--- config.mk ---
export PLATFORM = sky130hd
export DESIGN_NAME = modem_rx_fifo_jabber_config
export DESIGN_NICKNAME = d
export VERILOG_FILES = /design/src/rtl/modem_rx_fifo_jabber_config.v
export VERILOG_INCLUDE_DIRS = /design/src /design/src/shared
export SDC_FILE = /design/constraint.sdc
export NUM_CORES = 1
export LEC_CHECK = 0
export ABC_AREA = 1
export BUFFER_PORTS_ARGS = -buffer_cell sky130_fd_sc_hd__buf_2
export CORE_UTILIZATION = 55
export CTS_CLUSTER_SIZE = 20
export DETAILED_ROUTE_END_ITERATION = 10
export PLACE_DENSITY = 0.76
export SYNTH_ARGS = -nofsm -noshare
export SYNTH_HDL_FRONTEND = slang
export SYNTH_SLANG_ARGS = --single-unit
--- constraint.sdc ---
create_clock -name ref_clk_in -period 4.8 [get_ports ref_clk_in]
set_input_delay 0.48 -clock ref_clk_in [delete_from_list [all_inputs] [get_ports ref_clk_in]]
set_output_delay 0.48 -clock ref_clk_in [all_outputs]
set_load 0.01 [all_outputs]
--- src/shared/modem_rx_defines.vh ---
// Register map, field positions, reset values and timing counts of the modem receive block.
// Assumes a 20 MHz ref_clk_in and a 32-bit APB master.
// Overview of operation
// Receive FIFO register is read only; entry count sits in bits 15-12.
// Bit 11 is set once the FIFO fill reaches the programmed threshold.
// Bit 10 is set while the FIFO holds its maximum entries.
// Bit 9 is set while the FIFO is empty; it reads 1 after reset.
// Bit 8 is the odd parity of the data byte returned.
// Bits 7-0 carry the oldest byte received from the line.
// Receive FIFO register decodes at offset 24h, reset value 0x0200.
// Host programs each threshold field within 1 to 15.
// Threshold register bits 7-4 set the modulator-side FIFO threshold.
// Threshold register bits 3-0 set the demodulator-side FIFO threshold.
// Threshold register at 25h, reset 0x0000, upper byte reads zero.
// Jabber inhibitor ends transmission after value times 2.048 ms.
// Jabber timeout register at 27h, reset zero, upper byte reads zero.
// Clock configuration pins select FSK loop mode or Manchester fieldbus mode.
// FSK mode uses 1200/2200 Hz tones.
// Fieldbus mode exchanges Manchester data at 31.25 kbit/s.
// System supplies 1.2288 or 3.686 MHz in FSK, 4 MHz in fieldbus.
// Clock pins with crystal enable choose internal oscillator or external clock.
// Filter enable high routes receive through the internal bandpass filter.
// Mask bit 7 set stops the receive threshold event reaching the interrupt.
// Jabber start event raised when inhibitor engages; mask bit 13 blocks it.
// Each receive FIFO read pops the byte and updates level and flags.
`ifndef MODEM_RX_DEFINES_VH
`define MODEM_RX_DEFINES_VH

// Printed offsets are word indices; byte address is four times the index
`define RX_FIFO_PORT_IDX 8'h24
`define FIFO_THRESHOLD_CONFIG_IDX 8'h25
`define JABBER_TIMEOUT_CONFIG_IDX 8'h27
`define IRQ_MASK_IDX 8'h28
`define MODE_STATUS_IDX 8'h29
`define RX_FIFO_PORT_RESET 16'h0200
// Threshold and jabber upper bytes are reserved and read zero, so only their stored low byte needs a reset value; the mask resets all 16 bits
`define FIFO_THRESHOLD_RESET 8'h00
`define JABBER_TIMEOUT_RESET 8'h00
`define IRQ_MASK_RESET 16'h0024

// Field positions
`define LEVEL_MSB 15
`define LEVEL_LSB 12
`define LEVEL_FLAG_BIT 11
`define FULL_FLAG_BIT 10
`define EMPTY_FLAG_BIT 9
`define PARITY_BIT 8
`define MOD_THR_MSB 7
`define MOD_THR_LSB 4
`define DEMOD_THR_MSB 3
`define DEMOD_THR_LSB 0
`define MASK_RX_THR_BIT 7
`define MASK_JAB_START_BIT 13

// FIFO depth: largest count the 4-bit level field can report
`define RX_FIFO_DEPTH 15

// Jabber tick of 2.048 ms at 20 MHz
`define CLK_PERIOD_PS 50000
`define JABBER_TICK_NS 2048000
`define JABBER_TICK_CYCLES ((`JABBER_TICK_NS * 1000) / `CLK_PERIOD_PS)

`endif

--- src/rtl/modem_rx_fifo_jabber_config.v ---
// Receive FIFO port, threshold and jabber timeout registers with the pin-selected mode decode.
// Assumes an APB master on ref_clk_in and synchronous line-side strobes.
//
// The implementer's own choice: the APB register port.
`timescale 1ns/10ps
`include "modem_rx_defines.vh"

module modem_rx_fifo_jabber_config #(
    parameter JABBER_TICK_CYCLES = `JABBER_TICK_CYCLES
) (
    input wire ref_clk_in,
    input wire resetn_in,
    input wire psel_in,
    input wire penable_in,
    input wire pwrite_in,
    input wire [11:0] paddr_in,
    input wire [31:0] pwdata_in,
    input wire [3:0] pstrb_in,
    output wire [31:0] prdata_out,
    output wire pready_out,
    output wire pslverr_out,
    input wire [7:0] line_rx_data_in,
    input wire line_rx_valid_in,
    output wire line_rx_ready_out,
    input wire tx_active_in,
    input wire [1:0] clock_config_pins_in,
    input wire crystal_enable_pin_in,
    input wire internal_filter_enable_in,
    output reg manchester_fieldbus_mode_out,
    output reg internal_osc_select_out,
    output reg internal_filter_route_out,
    output reg jabber_inhibit_out,
    output reg jabber_start_event_out,
    output reg rx_threshold_event_out,
    output reg irq_request_out,
    output reg [3:0] modulator_side_threshold_out
);

    // Storage and pointers
    reg [7:0] fifo_mem [0:`RX_FIFO_DEPTH-1];
    reg [3:0] wr_ptr_q;
    reg [3:0] rd_ptr_q;
    reg [3:0] level_q;
    reg [7:0] thr_cfg_q;
    reg [7:0] jabber_cfg_q;
    reg [15:0] mask_q;
    reg [22:0] tick_cnt_q;
    reg [7:0] tick_num_q;
    reg thr_hit_q;
    reg [31:0] prdata_d;
    wire [9:0] word_idx;
    wire rd_access;
    wire wr_access;
    wire pop;
    wire push;
    wire full;
    wire empty;
    wire [3:0] demod_thr;
    wire level_hit;
    wire [15:0] port_word;

    assign word_idx = paddr_in[11:2];
    assign rd_access = psel_in & penable_in & ~pwrite_in;
    assign wr_access = psel_in & penable_in & pwrite_in;
    assign demod_thr = thr_cfg_q[`DEMOD_THR_MSB:`DEMOD_THR_LSB];
    assign full = (level_q == 4'd15);
    assign empty = (level_q == 4'h0);
    // A zero threshold never fires, so an unprogrammed field stays quiet
    assign level_hit = (demod_thr != 4'h0) && (level_q >= demod_thr);
    // Popping a read of an empty FIFO is harmless: nothing is removed
    assign pop = rd_access && (word_idx == {2'b00, `RX_FIFO_PORT_IDX}) && !empty;
    assign push = line_rx_valid_in && !full;
    assign line_rx_ready_out = !full;
    assign pready_out = 1'b1;
    assign pslverr_out = 1'b0;
    assign prdata_out = prdata_d;

    // Read word of the receive FIFO port: level, flags, parity, oldest byte
    // Empty reads the documented reset word, so unwritten memory never leaks into parity
    assign port_word = {level_q, level_hit, full, empty,
                        empty ? 1'b0 : ~^fifo_mem[rd_ptr_q],
                        empty ? 8'h00 : fifo_mem[rd_ptr_q]};

    // Read mux; unmapped words read zero
    always @* begin
        prdata_d = 32'h0000_0000;
        case (word_idx)
            {2'b00, `RX_FIFO_PORT_IDX}: prdata_d = {16'h0000, port_word};
            {2'b00, `FIFO_THRESHOLD_CONFIG_IDX}: prdata_d = {24'h000000, thr_cfg_q};
            {2'b00, `JABBER_TIMEOUT_CONFIG_IDX}: prdata_d = {24'h000000, jabber_cfg_q};
            {2'b00, `IRQ_MASK_IDX}: prdata_d = {16'h0000, mask_q};
            {2'b00, `MODE_STATUS_IDX}: prdata_d = {28'h0000000, jabber_inhibit_out,
                internal_filter_route_out, internal_osc_select_out, manchester_fieldbus_mode_out};
            default: prdata_d = 32'h0000_0000;
        endcase
    end

    // Byte store; memory needs no reset as empty masks the data
    always @(posedge ref_clk_in) begin
        if (push) begin
            fifo_mem[wr_ptr_q] <= line_rx_data_in;
        end
    end

    // Pointers and level, with push and pop allowed in one cycle
    always @(posedge ref_clk_in or negedge resetn_in) begin
        if (!resetn_in) begin
            wr_ptr_q <= 4'h0;
            rd_ptr_q <= 4'h0;
            level_q <= 4'h0;
            thr_hit_q <= 1'b0;
            rx_threshold_event_out <= 1'b0;
        end else begin
            if (push) begin
                wr_ptr_q <= (wr_ptr_q == 4'd14) ? 4'h0 : wr_ptr_q + 4'h1;
            end
            if (pop) begin
                rd_ptr_q <= (rd_ptr_q == 4'd14) ? 4'h0 : rd_ptr_q + 4'h1;
            end
            if (push && !pop) begin
                level_q <= level_q + 4'h1;
            end else if (pop && !push) begin
                level_q <= level_q - 4'h1;
            end
            thr_hit_q <= level_hit;
            rx_threshold_event_out <= level_hit & ~thr_hit_q;
        end
    end

    // Configuration registers, written on the APB access edge with strobes
    always @(posedge ref_clk_in or negedge resetn_in) begin
        if (!resetn_in) begin
            thr_cfg_q <= `FIFO_THRESHOLD_RESET;
            jabber_cfg_q <= `JABBER_TIMEOUT_RESET;
            mask_q <= `IRQ_MASK_RESET;
        end else if (wr_access) begin
            if (word_idx == {2'b00, `FIFO_THRESHOLD_CONFIG_IDX} && pstrb_in[0]) begin
                thr_cfg_q <= pwdata_in[7:0];
            end
            if (word_idx == {2'b00, `JABBER_TIMEOUT_CONFIG_IDX} && pstrb_in[0]) begin
                jabber_cfg_q <= pwdata_in[7:0];
            end
            if (word_idx == {2'b00, `IRQ_MASK_IDX}) begin
                if (pstrb_in[0]) begin
                    mask_q[7:0] <= pwdata_in[7:0];
                end
                if (pstrb_in[1]) begin
                    mask_q[15:8] <= pwdata_in[15:8];
                end
            end
        end
    end

    // Jabber inhibitor: counts 2.048 ms ticks of continuous transmission
    always @(posedge ref_clk_in or negedge resetn_in) begin
        if (!resetn_in) begin
            tick_cnt_q <= 23'h000000;
            tick_num_q <= 8'h00;
            jabber_inhibit_out <= 1'b0;
            jabber_start_event_out <= 1'b0;
        end else begin
            jabber_start_event_out <= 1'b0;
            if (!tx_active_in) begin
                tick_cnt_q <= 23'h000000;
                tick_num_q <= 8'h00;
                jabber_inhibit_out <= 1'b0;
            end else if (!jabber_inhibit_out && jabber_cfg_q != 8'h00) begin
                // A zero timeout leaves the inhibitor disabled
                if (tick_num_q == jabber_cfg_q) begin
                    jabber_inhibit_out <= 1'b1;
                    jabber_start_event_out <= 1'b1;
                end else if (tick_cnt_q == JABBER_TICK_CYCLES[22:0] - 23'h000001) begin
                    tick_cnt_q <= 23'h000000;
                    tick_num_q <= tick_num_q + 8'h01;
                end else begin
                    tick_cnt_q <= tick_cnt_q + 23'h000001;
                end
            end
        end
    end

    // Pin decodes and gated interrupt request
    always @(posedge ref_clk_in or negedge resetn_in) begin
        if (!resetn_in) begin
            manchester_fieldbus_mode_out <= 1'b0;
            internal_osc_select_out <= 1'b0;
            internal_filter_route_out <= 1'b0;
            irq_request_out <= 1'b0;
            modulator_side_threshold_out <= 4'h0;
        end else begin
            manchester_fieldbus_mode_out <= clock_config_pins_in[1];
            internal_osc_select_out <= ~crystal_enable_pin_in & (clock_config_pins_in[0]
                                       | clock_config_pins_in[1]);
            internal_filter_route_out <= internal_filter_enable_in;
            modulator_side_threshold_out <= thr_cfg_q[`MOD_THR_MSB:`MOD_THR_LSB];
            irq_request_out <= (rx_threshold_event_out & ~mask_q[`MASK_RX_THR_BIT])
                | (jabber_start_event_out & ~mask_q[`MASK_JAB_START_BIT]);
        end
    end

endmodule // modem_rx_fifo_jabber_config

==> results of run 1 <==
[registers in the layout, indices dropped and copies added, names as in the netlist]
register / cells
rx_threshold_event_out: 1
manchester_fieldbus_mode_out: 1
level_q: 4
thr_cfg_q: 8
internal_osc_select_out: 1
mask_q: 16
jabber_cfg_q: 8
tick_num_q: 8
rd_ptr_q: 4
fifo_mem: 120
irq_request_out: 1
wr_ptr_q: 4
thr_hit_q: 1
jabber_start_event_out: 1
internal_filter_route_out: 1
modulator_side_threshold_out: 4
jabber_inhibit_out: 1
tick_cnt_q: 23
[path summary, 6_finish.rpt]
path,startpoint,end,slack [ns],cells past startpoint
min in group asynchronous,resetn_in,thr_cfg_q[0]$_DFFE_PN0P_,0.51,2
max reg2reg,level_q[2]$_DFFE_PN0P_,level_q[3]$_DFFE_PN0P_,1.92,13
max in group asynchronous,resetn_in,tick_cnt_q[5]$_DFFE_PN0P_,3.29,3
max,rd_ptr_q[1]$_DFFE_PN0P_,prdata_out[8],1.07,16
min reg2reg,thr_hit_q$_DFF_PN0_,rx_threshold_event_out$_DFF_PN0_,0.40,1
min,internal_filter_enable_in,internal_filter_route_out$_DFF_PN0_,0.08,1
[layer usage]
layer / part of all wire / wire [µm]
met5: 0 / 0
met2: 0.48 / 11140
met1: 0.43 / 10040
met3: 0.065 / 1523
met4: 0.030 / 698
[logic make-up after synthesis]
family,synth area share
XOR/XNOR,0.02252
other,0.0007429
buffers and inverters,0.08713
flip-flops,0.5720
AND/OR/NAND/NOR,0.2218
multiplexers,0.008911
AO/OA/AOI/OAI,0.07376
adder cells (fa/ha/maj),0.01312
[timing repair]
item                      in CTS  in global routing
hold buffers                   1                  0
buffers inserted               0                  0
hold endpoints to repair      39                  0
[synthesized netlist by cell type, types with 3 or more instances]
cell type	instances
nand2_1	278
inv_1	135
edfxtp_1	120
dfrtp_1	85
nor2_1	80
nand3_1	78
o21ai_0	60
a21oi_1	31
nand4_1	28
buf_4	22
xor2_1	15
clkbuf_1	11
nor3_1	11
xnor2_1	11
buf_2	10
inv_2	10
ha_1	9
a221oi_1	8
mux2_2	8
o22ai_1	8
o31ai_1	8
nor4_1	7
nor2_2	6
buf_6	5
nand2_2	5
or2_0	5
or2_1	5
nand3b_1	3
o31ai_2	3
[cell type report]
type                    count  area [µm²]
clock buffers              28       583.1
clock inverters            12       147.6
fillers                  1422        6665
inverters                 149       564.3
multi-input cells         704        3506
flip-flops and latches    207        5783
well taps                 229       286.5
repair buffers             81       427.9
[power groups by stage]
| stage | clock network, mW | registers (mW) | logic (mW) |
|---|---|---|---|
| 2_1_floorplan | 0 | 2.12 | 0.333 |
| 3_3_place_gp | 0 | 2.13 | 0.457 |
| 3_5_place_dp | 0 | 2.14 | 0.477 |
| 4_1_cts | 1.73 | 2.10 | 0.485 |
| 5_1_grt | 1.81 | 2.12 | 0.548 |
| 6_report | 1.71 | 2.10 | 0.485 |
[through the flow]
step                area, µm²  power (mW)  setup WS, ns
floorplan               10170       2.452         2.081
global placement        10560       2.589         1.668
detailed placement      10560       2.613         1.615
CTS                     11300       4.316         1.068
global route            11300       4.473        0.7686
finish                  11300       4.302         1.067
[critical path: stages, from the launching register on]
cell,delay (ns)
dfrtp_1,0.44
buf_4,0.39
inv_4,0.23
nor2_4,0.45
nand2_1,0.09
nand3_1,0.11
nand3_1,0.12
nand2_1,0.19
inv_1,0.11
nand2_1,0.07
nand2_1,0.07
nand2_1,0.07
nand2_1,0.05
nand2_1,0.05
nand3_1,0.10
nand2_1,0.07
buf_2,0.12
==> impl_metrics.tcl, run 1 <==
set metrics [dict create \
    clk_pin_slew_ns 0.06 \
    cts_buffers 22 \
    cap_violations 0 \
    crit_arrival_ns 3.25 \
    gp_congestion 0.9124 \
    min_path_type "in -> reg" \
    post-route-period-util 0.7778 \
    rsz0062_at_grt "no" \
    ys.flop_type "edfxtp_1" \
    grt_util_met1 0.3529 \
    drt_iter0_markers 767 \
    cts_root_buf "clkbuf_16" \
    tightestPinTransition_ns 0.9697 \
    vias 7771 \
    grt_max_degree 47 \
    cp.required_ns 4.32 \
    met3_usage 0.03091 \
    fin_cells 1410 \
    cts_resized 0 \
    power_switching_mw 1.100 \
    drc_errors 0 \
    met2_usage 0.4028 \
    internal_power_mw 3.202 \
    drive_gt1_frac 0.1304 \
    die_area_mm2 0.01893 \
    vias_per_cell 5.511 \
    final_common_cell "nand2_1" \
    synth.distinct_cells 49 \
    antenna_found_initial 0 \
    fmax_mhz 267.9 \
    combPwrFrac 0.113 \
    route.antenna.remaining_nets 0 \
    firstDrtPassIters 5 \
    place_inst 1369 \
    ys.warnings.count 0 \
    synth_cells 1093 \
    vdd_ir_drop_max_uv 322.1 \
    core_area_mm2 0.01796 \
    die_w_um 137.6 \
    grt_pass1_vias 7072 \
    synth_top_cell_area_share 0.3564 \
    port_buffers 74 \
    clkLatencyLatePin_ns 0.51 \
    grt_pass1_wl_mm 36.04 \
    die_y_um 137.6 \
    htreeDepth 1 \
    grt_usage 0.2519 \
    p_seq_frac 0.489 \
    synth.area.top_cells "edfxtp_1, dfrtp_1, nand2_1, inv_1, nand3_1" \
    final_core_util 0.6290 \
    syn_area_mm2 0.01011 \
    crit_type "reg -> out" \
    start_util 0.5628 \
    cp-end-kind "output port" \
    holdWs_ns 0.08458 \
    ys_seq_area_frac 0.5720 \
    worst-path-max-fanout 28 \
    p_leak_nw 4.945 \
    top_usage_layer "met2" \
    setup_viol 0 \
    clk_path_buf_depth 3 \
    nets 1242 \
    switching_share 0.2557 \
    syn2layout_area_growth_pct 11.76 \
    drt_wl_total_mm 23.40 \
    synth.ff_latch_count 207 \
    io-pin-count 113 \
    grt-ovfl-total 0 \
    cp-start-kind "flip-flop" \
    fin_tns_setup_ns 0 \
    hpwlAfterDp_mm 15.51 \
    clock-sinks 207 \
    status "complete, no violations" \
    relSlewSlack 0.3512 \
    post_synth.cell_area_avg_um2 9.249 \
    wl_per_cell_um 16.59 \
    power_frac_clock 0.399 \
    clock_skew_ns 0.02292 \
    final_cell_mix "nand2_1, inv_1, edfxtp_1" \
    antenna_cells 0 \
    pwr_density_cell_mw_per_mm2 380.8 \
    yosys.area.top_type "edfxtp_1" \
    synth_edf_count 120 \
    slew_viol_final 0 \
    rows 49 \
    hold_violations 0 \
    cts_tree "yes" \
    async_flop_share 0.4203 \
    min_period_ns 3.733 \
]
No activity file was read; power rests on OpenSTA's default activity.
==> inputs of run 2 (changes only) <==
--- a/config.mk
+++ b/config.mk
@@ -8,7 +8,7 @@
 export LEC_CHECK = 0
 export ABC_AREA = 1
 export BUFFER_PORTS_ARGS = -buffer_cell sky130_fd_sc_hd__buf_2
-export CORE_UTILIZATION = 55
+export CORE_UTILIZATION = 53
 export CTS_CLUSTER_SIZE = 20
 export DETAILED_ROUTE_END_ITERATION = 10
 export PLACE_DENSITY = 0.76
==> constraint.sdc (replaced) <==
create_clock -name ref_clk_in -period 3.43 [get_ports ref_clk_in]
set_input_delay 0.343 -clock ref_clk_in [delete_from_list [all_inputs] [get_ports ref_clk_in]]
set_output_delay 0.343 -clock ref_clk_in [all_outputs]
set_load 0.01 [all_outputs]
==> impl_metrics.tcl, run 2 (synthesis results as in run 1) <==
set metrics [dict create \
    setup_viol 0 \
    internal_power_mw 4.429 \
    antenna_found_initial 0 \
    grt_usage 0.2439 \
    grt_max_degree 61 \
    core_area_mm2 0.01871 \
    placed_area_mm2 0.01060 \
    crit_type "reg -> out" \
    fmax_mhz 318.4 \
    antenna_cells 0 \
    cp.required_ns 3.09 \
    crit_arrival_ns 2.80 \
    relSlewSlack 0.3121 \
    slew_viol_final 0 \
    rr_endpoint "level_q[3]$_DFFE_PN0P_" \
    rows 50 \
    stdcell_area_mm2 0.01135 \
    fillers 1522 \
    switching_share 0.2539 \
    p_seq_frac 0.496 \
    cts_buffers 22 \
    grt_pass1_vias 7332 \
    pwr_density_cell_mw_per_mm2 522.8 \
    vdd_ir_drop_max_uv 313.4 \
    wl_per_cell_um 16.42 \
    largestRegisters "fifo_mem x120, tick_cnt_q x23, mask_q x16" \
    rsz0062_at_grt "no" \
    regArea_mm2 0.005784 \
    place_inst 1379 \
    clk_pin_slew_ns 0.06 \
    die_area_mm2 0.01963 \
    multi_input_area_mm2 0.003506 \
    final_core_util 0.6070 \
    rr_worst_depth 14 \
    ff2ff_setup_slack_ns 0.69 \
    drive_gt1_frac 0.1337 \
    power_frac_clock 0.392 \
    io-pin-count 113 \
    fin_cells 1423 \
    route.antenna.remaining_nets 0 \
    largest_reg_flops 120 \
    hp-start "clock_config_pins_in[0]" \
    cp-start-kind "flip-flop" \
    htreeDepth 1 \
    syn2layout_area_growth_pct 12.30 \
    gp_congestion 0.9064 \
    tightestPinTransition_ns 1.028 \
    firstDrtPassIters 7 \
    status "complete, no violations" \
    vias_per_cell 5.443 \
    min_period_ns 3.140 \
    cts_tree "yes" \
    min_path_cells 3 \
    p_leak_nw 4.973 \
    post_cts_buffers 0 \
    drc_errors 0 \
    drt_wl_total_mm 23.36 \
    hold_violations 0 \
    clkLatencyLatePin_ns 0.51 \
    grt-ovfl-total 0 \
    drt_iter0_markers 570 \
    clock-sinks 207 \
    die_y_um 140.1 \
    cap_violations 0 \
    die_w_um 140.1 \
    cp-end-kind "output port" \
    port_buffers 74 \
    clk_path_buf_depth 3 \
    top_register "fifo_mem" \
    r2r-start "level_q[2]$_DFFE_PN0P_" \
    vias 7745 \
    fin_ws_ns 0.2896 \
    combPwrFrac 0.112 \
    clock_skew_ns 0.01408 \
    start_util 0.5405 \
    final_common_cell "nand2_1" \
    nets 1250 \
    hold_path_end "internal_osc_select_out$_DFF_PN0_" \
    worst-path-max-fanout 26 \
    grt_pass1_wl_mm 37.34 \
    cts_root_buf "clkbuf_16" \
    final_cell_mix "nand2_1, inv_1, edfxtp_1" \
    power_switching_mw 1.507 \
    hpwlAfterDp_mm 15.49 \
    post-route-period-util 0.9156 \
    min_path_type "in -> reg" \
    fin_tns_setup_ns 0 \
    dp_slack_ns 0.2653 \
]
==> run 2: metrics by stage <==
step	hold WS, ns	power, mW
2_1_floorplan	0.04741	3.431
3_3_place_gp	0.3818	3.615
3_5_place_dp	0.3926	3.651
4_1_cts	0.04260	5.970
5_1_grt	0.06311	6.180
6_report	0.05043	5.936
==> run 2: repair_timing <==
action                                  4_1_cts  5_1_grt
endpoints found under the setup margin        1        1
pin swaps                                     0        0
endpoints found under the hold margin        59        0
hold buffers                                  4        0
resized for setup                             1        2
==> run 2: worst max path at each step <==
| stage | from | to | cells after the start |
|---|---|---|---|
| final | rd_ptr_q[0]$_DFFE_PN0P_ | prdata_out[8] | 16 |
| after global routing | rd_ptr_q[0]$_DFFE_PN0P_ | prdata_out[8] | 16 |
| after CTS | rd_ptr_q[0]$_DFFE_PN0P_ | prdata_out[8] | 16 |
| after detailed placement | paddr_in[11] | level_q[3]$_DFFE_PN0P_ | 16 |
| after global placement | paddr_in[11] | level_q[3]$_DFFE_PN0P_ | 17 |
| after floorplan | paddr_in[11] | level_q[3]$_DFFE_PN0P_ | 16 |
==> run 2: area by class of cell <==
cell class / count / area share
clock inverter: 5 / 0.004629
inverter: 149 / 0.04992
clock buffer: 35 / 0.05742
multi-input combinational: 704 / 0.3088
tap: 234 / 0.02579
timing repair buffer: 89 / 0.04397
sequential: 207 / 0.5095
==> run 2: routing by layer <==
| metal | routed length, µm | GRT usage | up-vias |
|---|---|---|---|
| met5 | 0 | 0 | - |
| met1 | 10390 | 0.3429 | 3642 |
| met3 | 1555 | 0.03692 | 53 |
| met4 | 601 | 0.08733 | 0 |
| li1 | - | - | 3745 |
| met2 | 10820 | 0.3871 | 305 |
==> run 2: critical path: stages (launching register included) <==
cell and delay, ns:
dfrtp_2 0.62, buf_6 0.29, nand2_1 0.09, nand3_1 0.11, nand3b_1 0.10, nand3_1 0.13, nand2_1 0.17, inv_1 0.12
nand2_1 0.06, nand2_1 0.09, inv_1 0.05, nand2_1 0.05, nand2_1 0.04, nand2_1 0.05, nand3_1 0.10, nand2_1 0.09
buf_2 0.13
==> run 2: power groups by stage <==
stage	sequential, mW	combinational (mW)	clock (mW)
4_1_cts	2.94	0.669	2.36
3_3_place_gp	2.98	0.631	0
3_5_place_dp	2.99	0.658	0
2_1_floorplan	2.97	0.465	0
6_report	2.95	0.664	2.32
5_1_grt	2.96	0.763	2.45
